--- config.mk ---
export PLATFORM = sky130hd
export DESIGN_NAME = lpac_top
export DESIGN_NICKNAME = d
export VERILOG_FILES = /design/src/design/lpac_pkg.sv /design/src/design/lpac_top.sv
export SDC_FILE = /design/constraint.sdc
export NUM_CORES = 1
export LEC_CHECK = 0
export ABC_AREA = 0
export BUFFER_PORTS_ARGS = -buffer_cell sky130_fd_sc_hd__buf_2
export CELL_PAD_IN_SITES_DETAIL_PLACEMENT = 0
export CELL_PAD_IN_SITES_GLOBAL_PLACEMENT = 2
export CORE_MARGIN = 3
export CORE_UTILIZATION = 25
export DETAILED_ROUTE_END_ITERATION = 10
export GPL_ROUTABILITY_DRIVEN = 0
export PLACE_DENSITY_LB_ADDON = 0.1
export REMOVE_ABC_BUFFERS = 1
export SYNTH_ARGS = -nofsm -noshare
export SYNTH_HDL_FRONTEND = slang
export SYNTH_SLANG_ARGS = --single-unit
export TNS_END_PERCENT = 1
--- constraint.sdc ---
create_clock -name clk_sys -period 3.1 [get_ports clk_sys]
set_input_delay 0.155 -clock clk_sys [delete_from_list [all_inputs] [get_ports clk_sys]]
set_output_delay 0.155 -clock clk_sys [all_outputs]
set_load 0.05 [all_outputs]
--- src/design/lpac_pkg.sv ---
// How it works
// - Attribute bit 3 picks the font map when extended memory is on and the two map numbers differ, else intensity.
// - Font map choice works only with extended memory on; otherwise maps 0 and 4 only.
// - Secondary map number is bits 3:2 plus four times bit 5; slot is {3:2,5}.
// - Primary map uses bits 1:0 and bit 4 the same way; slots span 0 to 56K.
// - Quad-plane interleave makes CPU address bits 1:0 pick the plane, reads and writes.
// - Even/odd pairing acts only with interleave off and on non-paged aperture accesses.
// - Pairing bit 0 steers even to planes 0,2, odd to 1,3; 1 is sequential.
// - Extended memory off limits CPU to the first 64KB, on reaches all 256KB.
// - Horizontal counter reset write only stores the byte; no counter hold effect.
// - Host writes a 5-bit graphics index, then uses the data port; indices 00 to 18.
// - Write mode 0 fills planes with fill enable set with their fill value bit.
// - Fill enable matters only in write mode 0; disabled planes take the rotated CPU data.
// - Write mode 3 uses rotated data AND bit mask as mask, fill value as color.
// - Read mode 1 compares each plane byte with its compare bit, cared planes only.
// - Read mode 1 returns 8 bits, each 1 when all included planes match.
// - Function select 00 pass, 01 AND, 10 OR, 11 XOR with the read latch.
// - Rotate count rotates CPU write data right in write modes 0 and 3.
// - Reserved bits of font map select and memory mode read as zero.
// - Write mode field picks modes 0 to 3; mode 0 writes rotated data to planes with fill enable clear.
// - Each read latch holds an unaltered copy of the last byte read from its plane.
// - Read mode 0 in sequential addressing returns the byte of the plane named by read plane select.
// - Plane write mask gates writes per plane in both interleaved modes.
package lpac_pkg;
  // I/O port addresses
  localparam logic [15:0] IO_SEQ_INDEX = 16'h03c4;
  localparam logic [15:0] IO_SEQ_DATA  = 16'h03c5;
  localparam logic [15:0] IO_GR_INDEX  = 16'h03ce;
  localparam logic [15:0] IO_GR_DATA   = 16'h03cf;
  // Sequencer indices
  localparam logic [2:0] SEQ_PLANE_MASK = 3'h2;
  localparam logic [2:0] SEQ_FONT_MAP   = 3'h3;
  localparam logic [2:0] SEQ_MEM_MODE   = 3'h4;
  localparam logic [2:0] SEQ_HCNT_RESET = 3'h7;
  // Graphics indices
  localparam logic [4:0] GR_FILL_VALUE  = 5'h00;
  localparam logic [4:0] GR_FILL_ENABLE = 5'h01;
  localparam logic [4:0] GR_COLOR_CMP   = 5'h02;
  localparam logic [4:0] GR_ROT_FUNC    = 5'h03;
  localparam logic [4:0] GR_READ_PLANE  = 5'h04;
  localparam logic [4:0] GR_MODE        = 5'h05;
  localparam logic [4:0] GR_DONT_CARE   = 5'h07;
  localparam logic [4:0] GR_BIT_MASK    = 5'h08;
  localparam logic [4:0] GR_INDEX_LAST  = 5'h18;
  // Readable bits of each register
  localparam logic [7:0] MASK_SEQ_INDEX = 8'h07;
  localparam logic [7:0] MASK_GR_INDEX  = 8'h1f;
  localparam logic [7:0] MASK_NIBBLE    = 8'h0f;
  localparam logic [7:0] MASK_FONT_MAP  = 8'h3f;
  localparam logic [7:0] MASK_MEM_MODE  = 8'h0e;
  localparam logic [7:0] MASK_ROT_FUNC  = 8'h1f;
  localparam logic [7:0] MASK_READ_PL   = 8'h03;
  localparam logic [7:0] MASK_GR_MODE   = 8'h7b;
  // Memory mode fields
  localparam int MM_EXT_MEM  = 1;
  localparam int MM_PAIR_OFF = 2;
  localparam int MM_QUAD     = 3;
  // Font map fields
  localparam int FM_PRI_LO = 0;
  localparam int FM_SEC_LO = 2;
  localparam int FM_PRI_HI = 4;
  localparam int FM_SEC_HI = 5;
  localparam int FONT_SLOT_SHIFT = 13;
  // Rotate / function fields
  localparam int RF_ROT_LO  = 0;
  localparam int RF_FUNC_LO = 3;
  // Graphics mode fields
  localparam int GM_WMODE_LO = 0;
  localparam int GM_RMODE    = 3;
  // Reset values
  localparam logic [7:0] RST_REG = 8'h00;
  localparam logic [7:0] RST_BIT_MASK = 8'hff;
  // Latch logic functions
  localparam logic [1:0] FN_PASS = 2'h0;
  localparam logic [1:0] FN_AND  = 2'h1;
  localparam logic [1:0] FN_OR   = 2'h2;
  localparam logic [1:0] FN_XOR  = 2'h3;
  // Write modes
  localparam logic [1:0] WM_0 = 2'h0;
  localparam logic [1:0] WM_1 = 2'h1;
  localparam logic [1:0] WM_2 = 2'h2;
  localparam logic [1:0] WM_3 = 2'h3;
endpackage

--- src/design/lpac_top.sv ---
`timescale 1ns/1ps
`default_nettype none
module lpac_top (
  input  wire logic        clk_sys,
  input  wire logic        rst,
  input  wire logic        io_wr,
  input  wire logic        io_rd,
  input  wire logic        io_wide,
  input  wire logic [15:0] io_addr,
  input  wire logic [15:0] io_wdata,
  output logic      [15:0] io_rdata_q,
  output logic             io_rvalid_q,
  input  wire logic        fb_wr,
  input  wire logic        fb_rd,
  input  wire logic        fb_paged,
  input  wire logic [17:0] fb_addr,
  input  wire logic [7:0]  fb_wdata,
  output logic             fb_busy_q,
  output logic             fb_done_q,
  output logic      [7:0]  fb_rdata_q,
  output logic             mem_wr_q,
  output logic             mem_rd_q,
  output logic      [15:0] mem_addr_q,
  output logic      [3:0]  mem_plane_en_q,
  output logic      [31:0] mem_wdata_q,
  input  wire logic        mem_rvalid,
  input  wire logic [31:0] mem_rdata,
  output logic      [2:0]  font_pri_map_q,
  output logic      [2:0]  font_sec_map_q,
  output logic      [15:0] font_pri_base_q,
  output logic      [15:0] font_sec_base_q,
  output logic             attr_font_sel_q
);

  typedef enum logic [0:0] {LPAC_IDLE, LPAC_RD_WAIT} lpac_state_e;

  logic [2:0]  seq_index_q;
  logic [4:0]  gr_index_q;
  logic [3:0]  plane_write_mask_q;
  logic [5:0]  font_map_select_q;
  logic [2:0]  memory_mode_q;
  logic [7:0]  horizontal_counter_reset_q;
  logic [3:0]  plane_fill_value_q;
  logic [3:0]  plane_fill_enable_q;
  logic [3:0]  color_compare_q;
  logic [4:0]  rotate_and_function_q;
  logic [1:0]  read_plane_select_q;
  logic [6:0]  graphics_mode_q;
  logic [3:0]  compare_dont_care_q;
  logic [7:0]  bit_write_mask_q;
  logic [31:0] latch_q;
  logic        rd_cmp_q;
  logic [1:0]  rd_plane_q;
  lpac_state_e state_q;

  // Rotate right, shared by write modes 0 and 3
  function automatic logic [7:0] ror8(input logic [7:0] d, input logic [2:0] n);
    logic [15:0] t;
    t = {d, d} >> n;
    return t[7:0];
  endfunction

  // Latch logic unit
  function automatic logic [7:0] alu8(input logic [1:0] fn, input logic [7:0] d, input logic [7:0] l);
    logic [7:0] r;
    r = d;
    case (fn)
      lpac_pkg::FN_PASS: r = d;
      lpac_pkg::FN_AND:  r = d & l;
      lpac_pkg::FN_OR:   r = d | l;
      lpac_pkg::FN_XOR:  r = d ^ l;
      default:           r = d;
    endcase
    return r;
  endfunction

  // Sequencer data readback; unmapped indices read zero
  function automatic logic [7:0] seq_rd(input logic [2:0] idx, input logic [3:0] pwm, input logic [5:0] fms,
                                         input logic [2:0] mm, input logic [7:0] hcr);
    logic [7:0] r;
    r = 8'h00;
    case (idx)
      lpac_pkg::SEQ_PLANE_MASK: r = {4'h0, pwm};
      lpac_pkg::SEQ_FONT_MAP:   r = {2'h0, fms} & lpac_pkg::MASK_FONT_MAP;
      lpac_pkg::SEQ_MEM_MODE:   r = {4'h0, mm, 1'b0} & lpac_pkg::MASK_MEM_MODE;
      lpac_pkg::SEQ_HCNT_RESET: r = hcr;
      default:                  r = 8'h00;
    endcase
    return r;
  endfunction

  // Graphics data readback over indices 00 to 18
  function automatic logic [7:0] gr_rd(input logic [4:0] idx, input logic [3:0] fv, input logic [3:0] fe,
                                        input logic [3:0] cc, input logic [4:0] rf, input logic [1:0] rp,
                                        input logic [6:0] gm, input logic [3:0] dc, input logic [7:0] bm);
    logic [7:0] r;
    r = 8'h00;
    case (idx)
      lpac_pkg::GR_FILL_VALUE:  r = {4'h0, fv};
      lpac_pkg::GR_FILL_ENABLE: r = {4'h0, fe};
      lpac_pkg::GR_COLOR_CMP:   r = {4'h0, cc};
      lpac_pkg::GR_ROT_FUNC:    r = {3'h0, rf};
      lpac_pkg::GR_READ_PLANE:  r = {6'h00, rp};
      lpac_pkg::GR_MODE:        r = {1'b0, gm} & lpac_pkg::MASK_GR_MODE;
      lpac_pkg::GR_DONT_CARE:   r = {4'h0, dc};
      lpac_pkg::GR_BIT_MASK:    r = bm;
      default:                  r = 8'h00;
    endcase
    return r;
  endfunction

  // Port decode; a wide access at an index port puts data in the upper byte
  logic       seq_idx_wr;
  logic       gr_idx_wr;
  logic       seq_dat_wr;
  logic       gr_dat_wr;
  logic [7:0] seq_dat;
  logic [7:0] gr_dat;
  logic [2:0] seq_idx_eff;
  logic [4:0] gr_idx_eff;

  always_comb begin
    seq_idx_wr  = io_wr && (io_addr == lpac_pkg::IO_SEQ_INDEX);
    gr_idx_wr   = io_wr && (io_addr == lpac_pkg::IO_GR_INDEX);
    seq_dat_wr  = io_wr && ((io_addr == lpac_pkg::IO_SEQ_DATA) || (seq_idx_wr && io_wide));
    gr_dat_wr   = io_wr && ((io_addr == lpac_pkg::IO_GR_DATA) || (gr_idx_wr && io_wide));
    seq_dat     = (io_addr == lpac_pkg::IO_SEQ_DATA) ? io_wdata[7:0] : io_wdata[15:8];
    gr_dat      = (io_addr == lpac_pkg::IO_GR_DATA) ? io_wdata[7:0] : io_wdata[15:8];
    // A word write addresses the data with the index it carries
    seq_idx_eff = seq_idx_wr ? io_wdata[2:0] : seq_index_q;
    gr_idx_eff  = gr_idx_wr ? io_wdata[4:0] : gr_index_q;
  end

  // Index registers stay put until the next index write
  always_ff @(posedge clk_sys) begin
    if (rst) begin
      seq_index_q <= 3'h0;
      gr_index_q  <= 5'h00;
    end else begin
      if (seq_idx_wr) seq_index_q <= io_wdata[2:0];
      if (gr_idx_wr)  gr_index_q  <= io_wdata[4:0];
    end
  end

  // Sequencer registers
  always_ff @(posedge clk_sys) begin
    if (rst) begin
      plane_write_mask_q         <= lpac_pkg::RST_REG[3:0];
      font_map_select_q          <= lpac_pkg::RST_REG[5:0];
      memory_mode_q              <= lpac_pkg::RST_REG[3:1];
      horizontal_counter_reset_q <= lpac_pkg::RST_REG;
    end else if (seq_dat_wr) begin
      case (seq_idx_eff)
        lpac_pkg::SEQ_PLANE_MASK: plane_write_mask_q <= seq_dat[3:0];
        lpac_pkg::SEQ_FONT_MAP:   font_map_select_q  <= seq_dat[5:0];
        lpac_pkg::SEQ_MEM_MODE:   memory_mode_q      <= seq_dat[3:1];
        // Plain storage; no counter is held or released here
        lpac_pkg::SEQ_HCNT_RESET: horizontal_counter_reset_q <= seq_dat;
        default: ;
      endcase
    end
  end

  // Graphics controller registers; the unused indices ignore writes
  always_ff @(posedge clk_sys) begin
    if (rst) begin
      plane_fill_value_q    <= lpac_pkg::RST_REG[3:0];
      plane_fill_enable_q   <= lpac_pkg::RST_REG[3:0];
      color_compare_q       <= lpac_pkg::RST_REG[3:0];
      rotate_and_function_q <= lpac_pkg::RST_REG[4:0];
      read_plane_select_q   <= lpac_pkg::RST_REG[1:0];
      graphics_mode_q       <= lpac_pkg::RST_REG[6:0];
      compare_dont_care_q   <= lpac_pkg::RST_REG[3:0];
      bit_write_mask_q      <= lpac_pkg::RST_BIT_MASK;
    end else if (gr_dat_wr) begin
      case (gr_idx_eff)
        lpac_pkg::GR_FILL_VALUE:  plane_fill_value_q    <= gr_dat[3:0];
        lpac_pkg::GR_FILL_ENABLE: plane_fill_enable_q   <= gr_dat[3:0];
        lpac_pkg::GR_COLOR_CMP:   color_compare_q       <= gr_dat[3:0];
        lpac_pkg::GR_ROT_FUNC:    rotate_and_function_q <= gr_dat[4:0];
        lpac_pkg::GR_READ_PLANE:  read_plane_select_q   <= gr_dat[1:0];
        lpac_pkg::GR_MODE:        graphics_mode_q       <= gr_dat[6:0];
        lpac_pkg::GR_DONT_CARE:   compare_dont_care_q   <= gr_dat[3:0];
        lpac_pkg::GR_BIT_MASK:    bit_write_mask_q      <= gr_dat;
        default: ;
      endcase
    end
  end

  // Register readback, answered one cycle after the strobe
  logic [7:0] seq_val;
  logic [7:0] gr_val;
  logic [7:0] rd_lo;
  logic [7:0] rd_hi;

  always_comb begin
    seq_val = seq_rd(seq_index_q, plane_write_mask_q, font_map_select_q, memory_mode_q,
                     horizontal_counter_reset_q);
    gr_val  = (gr_index_q <= lpac_pkg::GR_INDEX_LAST) ?
              gr_rd(gr_index_q, plane_fill_value_q, plane_fill_enable_q, color_compare_q,
                    rotate_and_function_q, read_plane_select_q, graphics_mode_q,
                    compare_dont_care_q, bit_write_mask_q) : 8'h00;
    rd_lo   = 8'h00;
    rd_hi   = 8'h00;
    case (io_addr)
      lpac_pkg::IO_SEQ_INDEX: begin
        rd_lo = {5'h00, seq_index_q} & lpac_pkg::MASK_SEQ_INDEX;
        rd_hi = io_wide ? seq_val : 8'h00;
      end
      lpac_pkg::IO_SEQ_DATA: rd_lo = seq_val;
      lpac_pkg::IO_GR_INDEX: begin
        rd_lo = {3'h0, gr_index_q} & lpac_pkg::MASK_GR_INDEX;
        rd_hi = io_wide ? gr_val : 8'h00;
      end
      lpac_pkg::IO_GR_DATA: rd_lo = gr_val;
      default: ;
    endcase
  end

  always_ff @(posedge clk_sys) begin
    if (rst) begin
      io_rdata_q  <= 16'h0000;
      io_rvalid_q <= 1'b0;
    end else begin
      io_rvalid_q <= io_rd;
      if (io_rd) io_rdata_q <= {rd_hi, rd_lo};
    end
  end

  // Font map decode, registered for the display side
  logic [2:0] pri_num;
  logic [2:0] sec_num;
  logic [2:0] pri_slot;
  logic [2:0] sec_slot;
  logic       ext_mem;

  always_comb begin
    ext_mem = memory_mode_q[lpac_pkg::MM_EXT_MEM - 1];
    if (ext_mem) begin
      pri_num  = {font_map_select_q[lpac_pkg::FM_PRI_HI], font_map_select_q[lpac_pkg::FM_PRI_LO +: 2]};
      sec_num  = {font_map_select_q[lpac_pkg::FM_SEC_HI], font_map_select_q[lpac_pkg::FM_SEC_LO +: 2]};
      pri_slot = {font_map_select_q[lpac_pkg::FM_PRI_LO +: 2], font_map_select_q[lpac_pkg::FM_PRI_HI]};
      sec_slot = {font_map_select_q[lpac_pkg::FM_SEC_LO +: 2], font_map_select_q[lpac_pkg::FM_SEC_HI]};
    end else begin
      // Only maps 0 and 4 reachable without extended memory
      pri_num  = {font_map_select_q[lpac_pkg::FM_PRI_HI], 2'h0};
      sec_num  = {font_map_select_q[lpac_pkg::FM_SEC_HI], 2'h0};
      pri_slot = {2'h0, font_map_select_q[lpac_pkg::FM_PRI_HI]};
      sec_slot = {2'h0, font_map_select_q[lpac_pkg::FM_SEC_HI]};
    end
  end

  always_ff @(posedge clk_sys) begin
    if (rst) begin
      font_pri_map_q  <= 3'h0;
      font_sec_map_q  <= 3'h0;
      font_pri_base_q <= 16'h0000;
      font_sec_base_q <= 16'h0000;
      attr_font_sel_q <= 1'b0;
    end else begin
      font_pri_map_q  <= pri_num;
      font_sec_map_q  <= sec_num;
      font_pri_base_q <= {pri_slot, 13'h0000};
      font_sec_base_q <= {sec_slot, 13'h0000};
      // Equal maps leave attribute bit 3 as intensity
      attr_font_sel_q <= ext_mem && (pri_num != sec_num);
    end
  end

  // Frame-buffer address steering
  logic        quad;
  logic        paired;
  logic        in_range;
  logic [15:0] pl_addr;
  logic [3:0]  pl_en;
  logic [1:0]  rd_plane;

  always_comb begin
    quad     = memory_mode_q[lpac_pkg::MM_QUAD - 1];
    paired   = !quad && !memory_mode_q[lpac_pkg::MM_PAIR_OFF - 1] && !fb_paged;
    in_range = ext_mem || (fb_addr[17:16] == 2'h0);
    if (quad) begin
      pl_addr  = fb_addr[17:2];
      pl_en    = (4'h1 << fb_addr[1:0]) & plane_write_mask_q;
      rd_plane = fb_addr[1:0];
    end else if (paired) begin
      pl_addr  = fb_addr[16:1];
      pl_en    = (fb_addr[0] ? 4'ha : 4'h5) & plane_write_mask_q;
      rd_plane = {read_plane_select_q[1], fb_addr[0]};
    end else begin
      // Sequential addressing, planes picked by the write mask
      pl_addr  = fb_addr[15:0];
      pl_en    = plane_write_mask_q;
      rd_plane = read_plane_select_q;
    end
  end

  // Write data path per plane
  logic [31:0] wr_data;
  logic [7:0]  rot;
  logic [7:0]  src;
  logic [7:0]  msk;
  logic [7:0]  lat;
  logic [1:0]  wmode;

  always_comb begin
    wmode   = graphics_mode_q[lpac_pkg::GM_WMODE_LO +: 2];
    rot     = ror8(fb_wdata, rotate_and_function_q[lpac_pkg::RF_ROT_LO +: 3]);
    wr_data = 32'h0000_0000;
    src     = 8'h00;
    msk     = 8'h00;
    lat     = 8'h00;
    for (int p = 0; p < 4; p++) begin
      lat = latch_q[8*p +: 8];
      msk = bit_write_mask_q;
      case (wmode)
        // Rotate, substitute, latch function, then bit mask
        lpac_pkg::WM_0: src = plane_fill_enable_q[p] ? {8{plane_fill_value_q[p]}} : rot;
        lpac_pkg::WM_1: begin
          src = lat;
          msk = 8'hff;
        end
        lpac_pkg::WM_2: src = {8{fb_wdata[p]}};
        lpac_pkg::WM_3: begin
          src = {8{plane_fill_value_q[p]}};
          msk = rot & bit_write_mask_q;
        end
        default: src = rot;
      endcase
      if (wmode != lpac_pkg::WM_1) begin
        src = alu8(rotate_and_function_q[lpac_pkg::RF_FUNC_LO +: 2], src, lat);
      end
      wr_data[8*p +: 8] = (src & msk) | (lat & ~msk);
    end
  end

  // Read mode 1 colour compare across cared planes
  logic [7:0] cmp_res;
  logic [7:0] rd_byte;

  always_comb begin
    cmp_res = 8'hff;
    for (int p = 0; p < 4; p++) begin
      if (compare_dont_care_q[p]) begin
        cmp_res = cmp_res & ~(mem_rdata[8*p +: 8] ^ {8{color_compare_q[p]}});
      end
    end
    rd_byte = rd_cmp_q ? cmp_res : mem_rdata[8*rd_plane_q +: 8];
  end

  // Access sequencer; writes and out-of-range reads finish at once, other reads wait for memory
  logic accept;

  always_comb begin
    accept = (state_q == LPAC_IDLE) && (fb_wr || fb_rd);
  end

  always_ff @(posedge clk_sys) begin
    if (rst) begin
      state_q        <= LPAC_IDLE;
      fb_busy_q      <= 1'b0;
      fb_done_q      <= 1'b0;
      fb_rdata_q     <= 8'h00;
      mem_wr_q       <= 1'b0;
      mem_rd_q       <= 1'b0;
      mem_addr_q     <= 16'h0000;
      mem_plane_en_q <= 4'h0;
      mem_wdata_q    <= 32'h0000_0000;
      rd_cmp_q       <= 1'b0;
      rd_plane_q     <= 2'h0;
    end else begin
      mem_wr_q  <= 1'b0;
      mem_rd_q  <= 1'b0;
      fb_done_q <= 1'b0;
      case (state_q)
        LPAC_IDLE: begin
          if (accept && fb_wr) begin
            // Out-of-range writes are dropped but still acknowledged
            mem_wr_q       <= in_range;
            mem_addr_q     <= pl_addr;
            mem_plane_en_q <= pl_en;
            mem_wdata_q    <= wr_data;
            fb_done_q      <= 1'b1;
          end else if (accept && fb_rd && !in_range) begin
            fb_rdata_q <= 8'h00;
            fb_done_q  <= 1'b1;
          end else if (accept) begin
            mem_rd_q   <= 1'b1;
            mem_addr_q <= pl_addr;
            rd_cmp_q   <= graphics_mode_q[lpac_pkg::GM_RMODE];
            rd_plane_q <= rd_plane;
            fb_busy_q  <= 1'b1;
            state_q    <= LPAC_RD_WAIT;
          end
        end
        LPAC_RD_WAIT: begin
          if (mem_rvalid) begin
            fb_rdata_q <= rd_byte;
            fb_done_q  <= 1'b1;
            fb_busy_q  <= 1'b0;
            state_q    <= LPAC_IDLE;
          end
        end
        default: state_q <= LPAC_IDLE;
      endcase
    end
  end

  // Read latches copy every plane read untouched
  always_ff @(posedge clk_sys) begin
    if (rst) begin
      latch_q <= 32'h0000_0000;
    end else if ((state_q == LPAC_RD_WAIT) && mem_rvalid) begin
      latch_q <= mem_rdata;
    end
  end

endmodule
`default_nettype wire

==> impl_metrics.ini <==
[timing]
relSlewSlack_pct = 42.7
fin_tns_setup_ns = 0
finalMaxSlewViolations = 0
setup_viol = 0
grt_setup_unrepaired = no
fmax_ghz = 0.354
fin_skew_ns = 0.0128
fin_crit_ns = 2.82
finalCritPeriodShare_pct = 91.1
final_hold_viol_count = 0
tightest_slew_ns = 0.854

[global_routing]
grt_overflow = 0
grt_pass1_wl_microns = 87700
antenna_found_initial = 0
grt_usage_pct = 20.5
grt_pass1_vias = 13300
grt_max_degree = 56

[final_layout]
area_growth_pct = 20.6
n_antenna_cell = 0
drive_above_1_share_pct = 19.3
fin_nets = 2056
postLayoutCellArea_sq_mm = 0.0163
post-route-util_pct = 30.7
stdcell_count = 2594

[setup_path]
arrival_ns = 3.27
r2r_setup_slack_ns = 0.33
ff2ff_path_depth = 5
crit_path_end_kind = flop
start_kind = primary input
path_class = primary input to flop
required_ns = 3.55
cp_max_fo = 16
r2r_end = bit_write_mask_q[7]
crit_start = io_wr
reg2reg_from = gr_index_q[2]

[die]
die_w_microns = 238
start_util_pct = 25.4
core_sq_mm = 0.0530
dieHeight_microns = 238
io-pin-count = 219
die_area_sq_mm = 0.0567
num_rows = 84

[yosys]
synthTopCellsByCount = dfxtp_1, nand2_1, o21ai_0
yosysSeqAreaShare_pct = 28.8
async_reset_ff_share_pct = 0
ys.flop_type = dfxtp_1
synth_cells = 1700
synth_top_cell_by_area = dfxtp_1
synth_edf_count = 0
synth_area_sq_mm = 0.0135
synth.area.top_cells = dfxtp_1, ha_1, o21ai_0
synth.avg_cell_area_sq_um = 7.92
synth_seq_cells = 194
yosysWarnings = 0
synth.most_common_cell = dfxtp_1
yosysUniqueCellTypes = 78
yosys.area.top_type_share_pct = 28.8

[placed_design]
place_area_sq_mm = 0.0151
port_buffers = 192
dp_cells = 2510
dp_hpwl_microns = 43000

[job]
drv_cap = 0

[worst_hold_path]
hp-class = primary input to flop
holdPathEnd = mem_addr_q[7]
whs_path_depth = 5
min_from = fb_addr[9]

[pwr]
leakage_nw = 6.57
power_density_mw_per_mm2 = 366
ir_worst_vdd_mv = 0.434

[route]
totalWireLength_microns = 58600
initialDrtViolationCount = 890
drt_pass1_iterations = 5
wire_per_inst_microns = 22.6
via_count = 13300
ant_nets = 0
vias_per_cell = 5.14
drc = 0

[clock_network]
cts-root-buf = clkbuf_16
cts_htree_levels = 4
cts.sinks = 194
cts_setup_buffers = 0
tritoncts = built
clockBufferDepth = 2
path_clk_slew_ns = 0.08
clk_latency_ns = 0.50
cts_made_buffers = 17

[run_status]
status = finished, final reports clean
[repair_timing]
| item | in CTS | in global routing |
|---|---|---|
| hold buffers | 52 | 0 |
| gates resized for setup | 0 | 1 |
| hold endpoints to repair | 50 | 0 |
| endpoints found under the setup margin | 0 | 4 |
[sequential cells by signal (all words and copies together) (netlist names), 5 cells and up]
signal                      count
mem_addr_q                     16
io_rdata_q                     16
gr_index_q                      5
mem_wdata_q                    32
rotate_and_function_q           5
latch_q                        32
font_map_select_q               6
horizontal_counter_reset_q      8
graphics_mode_q                 6
fb_rdata_q                      8
bit_write_mask_q                8
[cells in the final DEF (no fill, tap or decap), drive strengths merged, types with 33 or more instances in the layout]
cell type / netlist / layout
dfxtp: 194 / 194
nor3: 45 / 45
nand2: 174 / 174
a22oi: 41 / 41
inv: 83 / 90
nand3: 50 / 50
buf: 80 / 258
a21oi: 112 / 112
nor2: 123 / 123
a221oi: 33 / 33
ha: 64 / 64
mux2i: 81 / 81
xor2: 35 / 35
dlygate4sd3: 0 / 52
o21ai: 197 / 197
[worst max path at each step]
stage                                endpoint  cells past startpoint  slack, ns
final                     bit_write_mask_q[7]                      7       0.28
after global routing      bit_write_mask_q[7]                      7       0.07
after CTS                     mem_wdata_q[25]                     11       0.18
after detailed placement      mem_wdata_q[25]                     11       0.20
after global placement        mem_wdata_q[22]                     10       0.27
after floorplan                mem_wdata_q[0]                      5      -0.15
[layout make-up]
| class | instances | area, sq um |
|---|---|---|
| inverters | 84 | 315 |
| clock inverters | 14 | 159 |
| well taps | 688 | 861 |
| fillers | 5829 | 36700 |
| clock buffers | 18 | 439 |
| repair buffers | 310 | 2000 |
| multi-input cells | 1286 | 8590 |
| flip-flops and latches | 194 | 3890 |
[per-layer routing]
metal  vias up  wire length, microns  part of all wire [%]  global-route usage [%]
met1      6487                 26100                    44                    26.4
met5         -                     0                     0                       0
met2       305                 29000                    49                    35.4
met3        69                  2180                   3.7                    3.09
met4         0                  1360                   2.3                    6.36
li1       6472                     -                     -                       -
[critical path, cell delays in order]
cell and delay (ns):
dlygate4sd3_1 0.52, buf_2 0.21, and4b_1 0.52, a32o_1 0.49, o211ai_2 0.42, o311ai_1 0.37, dlygate4sd3_1 0.57
[kinds of logic after synthesis]
family / after synthesis / synth area share [%]
XOR/XNOR: 35 / 2.28
multiplexers: 117 / 10.7
adder cells (fa/ha/maj): 64 / 5.94
flip-flops: 194 / 28.8
other: 1 / 0.0278
AND/OR/NAND/NOR: 506 / 18.5
AO/OA/AOI/OAI: 538 / 25.5
buffers and inverters: 245 / 8.26
[metrics by stage]
step,setup slack [ns],power (mW),hold WS (ns)
2_1_floorplan,-0.147,3.23,0.220
3_3_place_gp,0.266,3.59,0.431
3_5_place_dp,0.200,3.60,0.436
4_1_cts,0.182,6.08,0.000934
5_1_grt,0.0743,6.22,0.0255
6_report,0.277,5.95,0.0502
[power breakdown]
group          leakage, nW  switching, mW  internal [mW]
Combinational         4.71          0.678          0.313
Sequential            1.58         0.0420           2.55
Clock                0.289           1.26           1.10
Note: power is estimated with default switching activity, not from simulation.
